### config.mk
export PLATFORM = sky130hd
export DESIGN_NAME = actr_top
export DESIGN_NICKNAME = d
export VERILOG_FILES = /design/src/rtl/actr_pkg.sv /design/src/rtl/actr_fuse_loader.sv /design/src/rtl/actr_gain_select.sv /design/src/rtl/actr_top.sv
export SDC_FILE = /design/constraint.sdc
export NUM_CORES = 1
export LEC_CHECK = 0
export BUFFER_PORTS_ARGS = -buffer_cell sky130_fd_sc_hd__buf_2
export CORE_MARGIN = 2
export CORE_UTILIZATION = 60
export DETAILED_ROUTE_END_ITERATION = 16
export PLACE_DENSITY = 0.9
export REMOVE_ABC_BUFFERS = 1
export SLEW_MARGIN = 0
export SYNTH_ARGS = -nofsm -noshare
export SYNTH_HDL_FRONTEND = slang
export SYNTH_SLANG_ARGS = --single-unit
### constraint.sdc
create_clock -name I_CORE_CLK -period 6.27 [get_ports I_CORE_CLK]
set_clock_uncertainty 0.15 [all_clocks]
set_input_delay 0.3135 -clock I_CORE_CLK [delete_from_list [all_inputs] [get_ports I_CORE_CLK]]
set_output_delay 0.3135 -clock I_CORE_CLK [all_outputs]
set_load 0.01 [all_outputs]
### src/rtl/actr_pkg.sv
// shared constants and types of the adc core trim register bank
package actr_pkg;
  localparam int ACTR_ADDR_W = 12;
  localparam int ACTR_DATA_W = 32;
  localparam int ACTR_STRB_W = 4;
  localparam int ACTR_IDX_W = 10;
  localparam int ACTR_OFS_W = 12;
  localparam int ACTR_OFS_REG_W = 16;
  localparam int ACTR_GAIN_W = 5;
  localparam int ACTR_GAIN_REG_W = 8;
  localparam int ACTR_NUM_OFS = 2;
  localparam int ACTR_NUM_GAIN = 6;
  localparam int ACTR_NUM_TRIM = 8;
  localparam int ACTR_SLOT_W = 3;
  localparam int ACTR_FUSE_W = 16;
  // register indices; the byte address is four times the index
  localparam logic [9:0] ACTR_IDX_CORE4_OFFSET_TRIM = 10'h33C;
  localparam logic [9:0] ACTR_IDX_CORE5_OFFSET_TRIM = 10'h33E;
  localparam logic [9:0] ACTR_IDX_FINE_GAIN_CORE_ZERO = 10'h360;
  localparam logic [9:0] ACTR_IDX_FINE_GAIN_CORE_ONE = 10'h361;
  localparam logic [9:0] ACTR_IDX_FINE_GAIN_CORE_TWO_A = 10'h362;
  localparam logic [9:0] ACTR_IDX_FINE_GAIN_CORE_TWO_B = 10'h363;
  localparam logic [9:0] ACTR_IDX_FINE_GAIN_CORE_THREE_C = 10'h364;
  localparam logic [9:0] ACTR_IDX_FINE_GAIN_CORE_THREE_D = 10'h365;
  localparam logic [9:0] ACTR_IDX_TRIM_STATUS = 10'h370;
  // storage slots; also the order of words in the fuse rom
  localparam logic [2:0] ACTR_SLOT_CORE4_OFS = 3'h0;
  localparam logic [2:0] ACTR_SLOT_CORE5_OFS = 3'h1;
  localparam logic [2:0] ACTR_SLOT_FINE_GAIN_CORE_ZERO = 3'h2;
  localparam logic [2:0] ACTR_SLOT_FINE_GAIN_CORE_ONE = 3'h3;
  localparam logic [2:0] ACTR_SLOT_FINE_GAIN_CORE_TWO_INPUT_A = 3'h4;
  localparam logic [2:0] ACTR_SLOT_FINE_GAIN_CORE_TWO_INPUT_B = 3'h5;
  localparam logic [2:0] ACTR_SLOT_FINE_GAIN_CORE_THREE_INPUT_C = 3'h6;
  localparam logic [2:0] ACTR_SLOT_FINE_GAIN_CORE_THREE_INPUT_D = 3'h7;
  localparam logic [15:0] ACTR_OFS_RST = 16'h0000;
  localparam logic [7:0] ACTR_GAIN_RST = 8'h00;
  localparam logic [31:0] ACTR_RDATA_RST = 32'h0000_0000;
  // status register bit positions
  localparam int ACTR_STAT_LOADED = 0;
  localparam int ACTR_STAT_CAL_BUSY = 1;
  localparam int ACTR_STAT_SEL2 = 2;
  localparam int ACTR_STAT_SEL3 = 3;
  typedef enum logic [0:0] {ACTR_LD_FETCH, ACTR_LD_IDLE} actr_load_state_type;
endpackage

### src/rtl/actr_fuse_loader.sv
// fuse rom sequencer that streams factory trims into the bank
`timescale 1ns/1ps
module actr_fuse_loader
  import actr_pkg::*;
#(
  parameter int NUM_WORDS = ACTR_NUM_TRIM
) (
  input wire logic i_clk,
  input wire logic i_arst_n,
  output logic o_fuse_req,
  output logic [ACTR_SLOT_W-1:0] o_fuse_addr,
  input wire logic i_fuse_ack,
  input wire logic [ACTR_FUSE_W-1:0] i_fuse_data,
  output logic o_load_we,
  output logic [ACTR_SLOT_W-1:0] o_load_slot,
  output logic [ACTR_FUSE_W-1:0] o_load_data,
  output logic o_done
);
  if (NUM_WORDS < 1 || NUM_WORDS > (1 << ACTR_SLOT_W)) begin : g_chk
    $error("fuse word count out of range");
  end
  localparam logic [ACTR_SLOT_W-1:0] LAST = ACTR_SLOT_W'(NUM_WORDS - 1);
  actr_load_state_type state_ff;
  logic [ACTR_SLOT_W-1:0] addr_ff;
  logic we_ff;
  logic [ACTR_SLOT_W-1:0] slot_ff;
  logic [ACTR_FUSE_W-1:0] data_ff;
  logic done_ff;
  logic take;

  assign o_fuse_req = (state_ff == ACTR_LD_FETCH);
  assign take = o_fuse_req & i_fuse_ack;
  assign o_fuse_addr = addr_ff;

  // fetch starts at reset release; one word per acknowledge
  always_ff @(posedge i_clk or negedge i_arst_n) begin
    if (!i_arst_n) begin
      state_ff <= ACTR_LD_FETCH;
      addr_ff <= '0;
    end else if (take) begin
      unique case (state_ff)
        ACTR_LD_FETCH: begin
          if (addr_ff == LAST) begin
            state_ff <= ACTR_LD_IDLE;
          end else begin
            addr_ff <= addr_ff + 1'b1;
          end
        end
        ACTR_LD_IDLE: state_ff <= ACTR_LD_IDLE;
      endcase
    end
  end

  always_ff @(posedge i_clk or negedge i_arst_n) begin
    if (!i_arst_n) begin
      we_ff <= 1'b0;
      slot_ff <= '0;
      data_ff <= '0;
      done_ff <= 1'b0;
    end else begin
      we_ff <= take;
      done_ff <= (state_ff == ACTR_LD_IDLE);
      if (take) begin
        slot_ff <= addr_ff;
        data_ff <= i_fuse_data;
      end
    end
  end

  assign o_load_we = we_ff;
  assign o_load_slot = slot_ff;
  assign o_load_data = data_ff;
  assign o_done = done_ff;
endmodule // actr_fuse_loader

### src/rtl/actr_gain_select.sv
// picks the fine gain matching the analog input a core samples
`timescale 1ns/1ps
module actr_gain_select
  import actr_pkg::*;
#(
  parameter int WIDTH = ACTR_GAIN_W
) (
  input wire logic i_clk,
  input wire logic i_arst_n,
  input wire logic i_sel_alt,
  input wire logic [WIDTH-1:0] i_gain_main,
  input wire logic [WIDTH-1:0] i_gain_alt,
  output logic [WIDTH-1:0] o_gain
);
  if (WIDTH < 1) begin : g_chk
    $error("gain width must be positive");
  end
  logic [WIDTH-1:0] gain_ff;

  // registered so the core sees no glitch when the input switches
  always_ff @(posedge i_clk or negedge i_arst_n) begin
    if (!i_arst_n) begin
      gain_ff <= '0;
    end else begin
      gain_ff <= i_sel_alt ? i_gain_alt : i_gain_main;
    end
  end
  assign o_gain = gain_ff;
endmodule // actr_gain_select

### src/rtl/actr_top.sv
// apb register bank holding per-core offset and fine-gain trims
//
// Decided for this implementation: register access over APB.
`timescale 1ns/1ps
// Summary of operation
// - core 4 offset trim at index 33C
// - core 5 offset trim at index 33E
// - core 0 fine gain at index 360
// - core 1 fine gain at index 361
// - core 2 gain follows its selected input
// - core 3 gain follows its selected input
// - fine gains default from fuse rom
// - core 4, 5 offsets default from fuse
// - offset trims applied as unsigned
module actr_top
  import actr_pkg::*;
(
  input wire logic I_CORE_CLK,
  input wire logic I_ARST_N,
  input wire logic I_PSEL,
  input wire logic I_PENABLE,
  input wire logic I_PWRITE,
  input wire logic [ACTR_ADDR_W-1:0] I_PADDR,
  input wire logic [ACTR_DATA_W-1:0] I_PWDATA,
  input wire logic [ACTR_STRB_W-1:0] I_PSTRB,
  output logic [ACTR_DATA_W-1:0] O_PRDATA,
  output logic O_PREADY,
  output logic O_PSLVERR,
  output logic O_FUSE_REQ,
  output logic [ACTR_SLOT_W-1:0] O_FUSE_ADDR,
  input wire logic I_FUSE_ACK,
  input wire logic [ACTR_FUSE_W-1:0] I_FUSE_DATA,
  input wire logic I_OFS_CAL_BUSY,
  input wire logic I_CORE2_SEL_SECOND,
  input wire logic I_CORE3_SEL_FOURTH,
  output logic [ACTR_OFS_W-1:0] O_CORE4_OFFSET,
  output logic [ACTR_OFS_W-1:0] O_CORE5_OFFSET,
  output logic [ACTR_GAIN_W-1:0] O_CORE0_GAIN,
  output logic [ACTR_GAIN_W-1:0] O_CORE1_GAIN,
  output logic [ACTR_GAIN_W-1:0] O_CORE2_GAIN,
  output logic [ACTR_GAIN_W-1:0] O_CORE3_GAIN,
  output logic O_TRIM_LOADED
);

  // decoded access: {status, hit, slot}
  function automatic logic [4:0] actr_decode(
    input logic [ACTR_ADDR_W-1:0] addr
  );
    logic [ACTR_IDX_W-1:0] idx;
    idx = addr[ACTR_ADDR_W-1:2];
    actr_decode = 5'h00;
    if (addr[1:0] == 2'h0) begin
      case (idx)
        ACTR_IDX_CORE4_OFFSET_TRIM:
          actr_decode = {2'b01, ACTR_SLOT_CORE4_OFS};
        ACTR_IDX_CORE5_OFFSET_TRIM:
          actr_decode = {2'b01, ACTR_SLOT_CORE5_OFS};
        ACTR_IDX_FINE_GAIN_CORE_ZERO:
          actr_decode = {2'b01, ACTR_SLOT_FINE_GAIN_CORE_ZERO};
        ACTR_IDX_FINE_GAIN_CORE_ONE:
          actr_decode = {2'b01, ACTR_SLOT_FINE_GAIN_CORE_ONE};
        ACTR_IDX_FINE_GAIN_CORE_TWO_A:
          actr_decode = {2'b01, ACTR_SLOT_FINE_GAIN_CORE_TWO_INPUT_A};
        ACTR_IDX_FINE_GAIN_CORE_TWO_B:
          actr_decode = {2'b01, ACTR_SLOT_FINE_GAIN_CORE_TWO_INPUT_B};
        ACTR_IDX_FINE_GAIN_CORE_THREE_C:
          actr_decode = {2'b01, ACTR_SLOT_FINE_GAIN_CORE_THREE_INPUT_C};
        ACTR_IDX_FINE_GAIN_CORE_THREE_D:
          actr_decode = {2'b01, ACTR_SLOT_FINE_GAIN_CORE_THREE_INPUT_D};
        ACTR_IDX_TRIM_STATUS:
          actr_decode = 5'h10;
        default:
          actr_decode = 5'h00;
      endcase
    end
  endfunction

  function automatic logic slot_is_ofs(
    input logic [ACTR_SLOT_W-1:0] slot
  );
    slot_is_ofs = (slot < ACTR_SLOT_FINE_GAIN_CORE_ZERO);
  endfunction

  function automatic logic [ACTR_SLOT_W-1:0] gain_index(
    input logic [ACTR_SLOT_W-1:0] slot
  );
    gain_index = slot - ACTR_SLOT_FINE_GAIN_CORE_ZERO;
  endfunction

  logic [ACTR_OFS_REG_W-1:0] ofs_ff [ACTR_NUM_OFS];
  logic [ACTR_GAIN_REG_W-1:0] gain_ff [ACTR_NUM_GAIN];
  logic [ACTR_DATA_W-1:0] prdata_ff;
  logic [ACTR_DATA_W-1:0] nxt_prdata;
  logic ready_ff;
  logic load_we;
  logic [ACTR_SLOT_W-1:0] load_slot;
  logic [ACTR_FUSE_W-1:0] load_data;
  logic load_done;
  logic [4:0] dec;
  logic dec_stat;
  logic dec_hit;
  logic [ACTR_SLOT_W-1:0] dec_slot;
  logic dec_ofs;
  logic access;
  logic done_xfer;
  logic ofs_blocked;
  logic acc_err;
  logic wr_ok;

  actr_fuse_loader #(
    .NUM_WORDS(ACTR_NUM_TRIM)
  ) u_loader (
    .i_clk(I_CORE_CLK),
    .i_arst_n(I_ARST_N),
    .o_fuse_req(O_FUSE_REQ),
    .o_fuse_addr(O_FUSE_ADDR),
    .i_fuse_ack(I_FUSE_ACK),
    .i_fuse_data(I_FUSE_DATA),
    .o_load_we(load_we),
    .o_load_slot(load_slot),
    .o_load_data(load_data),
    .o_done(load_done)
  );

  assign dec = actr_decode(I_PADDR);
  assign dec_stat = dec[4];
  assign dec_hit = dec[3];
  assign dec_slot = dec[ACTR_SLOT_W-1:0];
  assign dec_ofs = dec_hit & slot_is_ofs(dec_slot);

  assign access = I_PSEL & I_PENABLE;
  assign done_xfer = access & ready_ff;
  assign ofs_blocked = dec_ofs & I_OFS_CAL_BUSY;
  // status is read-only; writing it is reported as an error
  assign acc_err = ~(dec_hit | dec_stat) | ofs_blocked
    | (dec_stat & I_PWRITE);
  assign wr_ok = done_xfer & I_PWRITE & ~acc_err;

  // bus stays stalled until fuse defaults are in place; the extra
  // stage lets the last fuse write land before read data is sampled
  always_ff @(posedge I_CORE_CLK or negedge I_ARST_N) begin
    if (!I_ARST_N) begin
      ready_ff <= 1'b0;
    end else begin
      ready_ff <= load_done;
    end
  end

  assign O_PREADY = ready_ff;
  assign O_PSLVERR = done_xfer & acc_err;
  assign O_TRIM_LOADED = ready_ff;

  // offset trims: fuse load has priority, bus is stalled meanwhile
  always_ff @(posedge I_CORE_CLK or negedge I_ARST_N) begin
    if (!I_ARST_N) begin
      for (int i = 0; i < ACTR_NUM_OFS; i++) begin
        ofs_ff[i] <= ACTR_OFS_RST;
      end
    end else if (load_we) begin
      if (slot_is_ofs(load_slot)) begin
        ofs_ff[load_slot[0]] <= load_data;
      end
    end else if (wr_ok && dec_ofs) begin
      // reserved upper bits are stored as written
      if (I_PSTRB[0]) begin
        ofs_ff[dec_slot[0]][7:0] <= I_PWDATA[7:0];
      end
      if (I_PSTRB[1]) begin
        ofs_ff[dec_slot[0]][15:8] <= I_PWDATA[15:8];
      end
    end
  end

  // fine gain trims
  always_ff @(posedge I_CORE_CLK or negedge I_ARST_N) begin
    if (!I_ARST_N) begin
      for (int i = 0; i < ACTR_NUM_GAIN; i++) begin
        gain_ff[i] <= ACTR_GAIN_RST;
      end
    end else if (load_we) begin
      if (!slot_is_ofs(load_slot)) begin
        gain_ff[gain_index(load_slot)] <= load_data[7:0];
      end
    end else if (wr_ok && dec_hit && !dec_ofs && I_PSTRB[0]) begin
      gain_ff[gain_index(dec_slot)] <= I_PWDATA[7:0];
    end
  end

  always_comb begin
    nxt_prdata = ACTR_RDATA_RST;
    if (dec_stat) begin
      nxt_prdata[ACTR_STAT_LOADED] = ready_ff;
      nxt_prdata[ACTR_STAT_CAL_BUSY] = I_OFS_CAL_BUSY;
      nxt_prdata[ACTR_STAT_SEL2] = I_CORE2_SEL_SECOND;
      nxt_prdata[ACTR_STAT_SEL3] = I_CORE3_SEL_FOURTH;
    end else if (dec_ofs) begin
      nxt_prdata[ACTR_OFS_REG_W-1:0] = ofs_ff[dec_slot[0]];
    end else if (dec_hit) begin
      nxt_prdata[ACTR_GAIN_REG_W-1:0] = gain_ff[gain_index(dec_slot)];
    end
  end

  // sampled through setup and wait cycles, held after completion
  always_ff @(posedge I_CORE_CLK or negedge I_ARST_N) begin
    if (!I_ARST_N) begin
      prdata_ff <= ACTR_RDATA_RST;
    end else if (I_PSEL && !done_xfer) begin
      prdata_ff <= nxt_prdata;
    end
  end
  assign O_PRDATA = prdata_ff;

  // plain binary code to the core, no sign extension
  assign O_CORE4_OFFSET = ofs_ff[0][ACTR_OFS_W-1:0];
  assign O_CORE5_OFFSET = ofs_ff[1][ACTR_OFS_W-1:0];
  assign O_CORE0_GAIN = gain_ff[0][ACTR_GAIN_W-1:0];
  assign O_CORE1_GAIN = gain_ff[1][ACTR_GAIN_W-1:0];

  actr_gain_select #(
    .WIDTH(ACTR_GAIN_W)
  ) u_core2_gain (
    .i_clk(I_CORE_CLK),
    .i_arst_n(I_ARST_N),
    .i_sel_alt(I_CORE2_SEL_SECOND),
    .i_gain_main(gain_ff[2][ACTR_GAIN_W-1:0]),
    .i_gain_alt(gain_ff[3][ACTR_GAIN_W-1:0]),
    .o_gain(O_CORE2_GAIN)
  );

  actr_gain_select #(
    .WIDTH(ACTR_GAIN_W)
  ) u_core3_gain (
    .i_clk(I_CORE_CLK),
    .i_arst_n(I_ARST_N),
    .i_sel_alt(I_CORE3_SEL_FOURTH),
    .i_gain_main(gain_ff[4][ACTR_GAIN_W-1:0]),
    .i_gain_alt(gain_ff[5][ACTR_GAIN_W-1:0]),
    .o_gain(O_CORE3_GAIN)
  );
endmodule // actr_top

==> impl_metrics.csv <==
group,metric,value,unit
run_status,outcome,"complete, no violations",
timing,tns,0,ps
yosys,async_flop_share,1.000,
critical_path,worstSetupPathType,"reg -> reg",
yosys,synth_area,0.007366,mm^2
floorplanning,floorplan.die_area,0.01318,mm^2
critical_path,crit_fanout,16,
pwr,p_sw,468.3,uW
final_layout,fin_util,0.6998,
floorplanning,die_x,114.8,um
yosys,yosys_warnings,0,
yosys,synth_edf_count,0,
yosys,synth_area_leaders,"dfrtp_1, mux2_2, buf_4, a22oi_1, mux2i_1",
critical_path,cp.required,6470,ps
final_layout,drive_above_1_share,0.3045,
clocking,root_buffer,"clkbuf_16",
flow_run,cap_violations,0,
critical_path,setup.worst_path.end,"O_CORE1_GAIN[2]",
final_layout,fin_cells,945,
place,hpwl,14520,um
critical_path,r2r_start,"u_loader.o_load_we",
grt,overflow,0,
pwr,pwr-share-clk,0.479,
final_layout,fin_area,0.008406,mm^2
yosys,synth.distinct_cells,64,
drt,final_antenna_net_count,0,
final_layout,diodes,0,
place,numPortBuffers,121,
drt,via_per_inst,6.847,
drt,vias,6470,
drt,wl_per_cell,23.66,um
clocking,insertion_delay,430,ps
timing,setup_viol,0,
grt,grt_pass1_vias,6323,
critical_path,crit_path_start_kind,"flop",
yosys,synth_flop_cell,"dfrtp_1",
clocking,cts_setup_buffers,0,
grt,antenna_found_initial,0,
pwr,pwr-share-comb,0.066,
min_path,hp-class,"in -> reg",
yosys,yosysTopAreaCellShare,0.4484,
drt,wirelength,22360,um
critical_path,reg2reg_slack,2380,ps
pwr,peakVddDrop,0.0001270,V
yosys,yosysSeqAreaShare,0.4484,
pwr,power.density,231.5,mW/mm^2
yosys,synth_top_cell_by_area,"dfrtp_1",
critical_path,regToRegEndpoint,"O_CORE1_GAIN[2]",
clocking,clock_path_buffers,2,
floorplanning,core_area,0.01201,mm^2
timing,period_share,0.6200,
clocking,cts_tree,"yes",
floorplanning,die_h,114.8,um
floorplanning,num_rows,40,
final_layout,area_delta_synth_final,14.12,%
floorplanning,initial_utilization,0.6132,
grt,globalRouteTotalUtil,0.3515,
grt,grt_pass1_wl,34690,um
timing,fmax,257.3,MHz
critical_path,startpoint,"u_loader.o_load_we",
yosys,yosys-top-cells-count,"dfrtp_1, mux2_2, buf_4",
place,post-place-ws,2270,ps
timing,rsz0062_at_grt,"false",
timing,hold_violations,0,
clocking,cts_num_sinks,132,
clocking,cts_htree_levels,4,
yosys,synth.most_common_cell,"dfrtp_1",
place,place_area,0.007694,mm^2
timing,min_period,3887,ps
yosys,syn_inst,706,
final_layout,nets,866,
drt,drt_iter0_markers,907,
drt,drt_first_pass_iters,6,
floorplanning,ios,156,
timing,relSlewSlack,0.07288,
timing,setup_ws,2383,ps
place,gp_congestion,1.023,
clocking,clkTransAtPathRegs,60,ps
clocking,numCtsBuffers,17,
timing,final_max_slew_viol_count,0,
critical_path,reg2reg_depth,6,
timing,worst_pin_slew,1388,ps
yosys,syn_avg_cell_area,10.43,um^2
pwr,p_leak,0.003875,uW
pwr,pwr-share-seq,0.455,
yosys,ys_ff_latch,132,
critical_path,critPathCaptureType,"flop",
drt,drc,0,
clocking,cts_resized,0,
pwr,p_int,1478,uW
grt,grt_max_degree,74,
place,dp_cells,898,
critical_path,arrival,4080,ps
pwr,swShare,0.2406,
layout make-up:
class / count / area (um^2)
Inverter: 9 / 33.78
Clock inverter: 10 / 85.08
Sequential cell: 132 / 3303
Tap cell: 147 / 183.9
Multi-Input combinational cell: 482 / 3512
Timing Repair Buffer: 145 / 830.8
Fill cell: 849 / 3606
Clock buffer: 20 / 456.7
layer usage:
metal  vias up  share of wire  track usage
met4         0          0.047       0.1775
met5         -              0            0
met3       118           0.11      0.07486
met2       561           0.47       0.5574
met1      3104           0.37       0.4616
li1       2687              -            -
layout by cell type (no fill, tap or decap), types with 4 or more instances in the layout:
master           n
mux2_4           8
a221o_1          8
a32o_1          16
o21a_1           4
o21ai_0         34
a2bb2oi_1        5
nand3_1          7
nor2b_1         11
a22oi_1         36
inv_1            7
mux2i_1         27
nor2_1          37
a21oi_1         40
mux2_2          59
clkinv_2         5
o2111ai_1        6
or3_1           13
a32oi_1          8
buf_4            8
clkinvlp_4       4
and3_1           5
nor3b_1          5
and2_1          13
nor3_1           4
buf_2          120
dlygate4sd3_1   17
o2bb2ai_1        8
dfrtp_1        132
conb_1          16
ha_1             6
clkbuf_16       17
nand2_1         53
a221oi_1         4
state kept, by name (all words and copies together), names as in the netlist:
signal and cells:
O_CORE5_OFFSET 12, O_PREADY 1, u_loader.o_load_slot 3, O_CORE0_GAIN 5, O_CORE1_GAIN 5, O_CORE4_OFFSET 12
gain_ff 38, u_loader.o_load_data 16, ofs_ff 8, u_loader.o_fuse_addr 3, O_PRDATA 16, u_loader.o_load_we 1
u_core2_gain.o_gain 5, u_core3_gain.o_gain 5, u_loader.state_ff 1, u_loader.o_done 1
logic make-up after synthesis:
kind of cell	after synthesis	share of synthesized area
compound gates	188	0.1848
xor+xnor	2	0.002379
simple gates	176	0.1254
fa+ha+maj	6	0.01019
flops	132	0.4484
other cells	1	0.0005091
buf+inv	107	0.08510
mux	94	0.1432
critical path, cell delays in order (launching register included):
cell     delay [ps]
dfrtp_1         780
nand2_1         260
nor3b_1        1140
inv_1           120
a22oi_1        1020
nor2_1          130
a21oi_1         190
metrics by stage:
stage                     hold slack, ps  power (uW)
final                              2.863        1946
after global routing               12.27        2000
after CTS                          3.852        1934
after detailed placement           195.1        1014
after global placement             183.1        1008
after floorplan                   -132.1       944.7
worst min path at each step:
stage               startpoint                       end  slack [ps]  cells after the start
3_3_place_gp   u_loader.o_done                  O_PREADY         180                      0
2_1_floorplan         I_ARST_N           O_CORE0_GAIN[0]        -130                      0
6_report       I_FUSE_DATA[15]  u_loader.o_load_data[15]           3                      2
3_5_place_dp   u_loader.o_done                  O_PREADY         200                      0
5_1_grt        I_FUSE_DATA[15]  u_loader.o_load_data[15]          10                      2
4_1_cts        I_FUSE_DATA[15]  u_loader.o_load_data[15]           4                      2
power groups by stage:
stage / registers [uW] / logic (uW) / clock network, uW
CTS: 884 / 126 / 925
finish: 885 / 129 / 932
global placement: 897 / 111 / 0
floorplan: 898 / 47.1 / 0
detailed placement: 898 / 116 / 0
global route: 886 / 139 / 975
what timing repair did:
| item | CTS | global route |
|---|---|---|
| endpoints found under the hold margin | 75 | 0 |
| setup endpoints to repair | 0 | 0 |
| hold buffers | 17 | 0 |
Note: power is estimated with default switching activity, not from simulation.
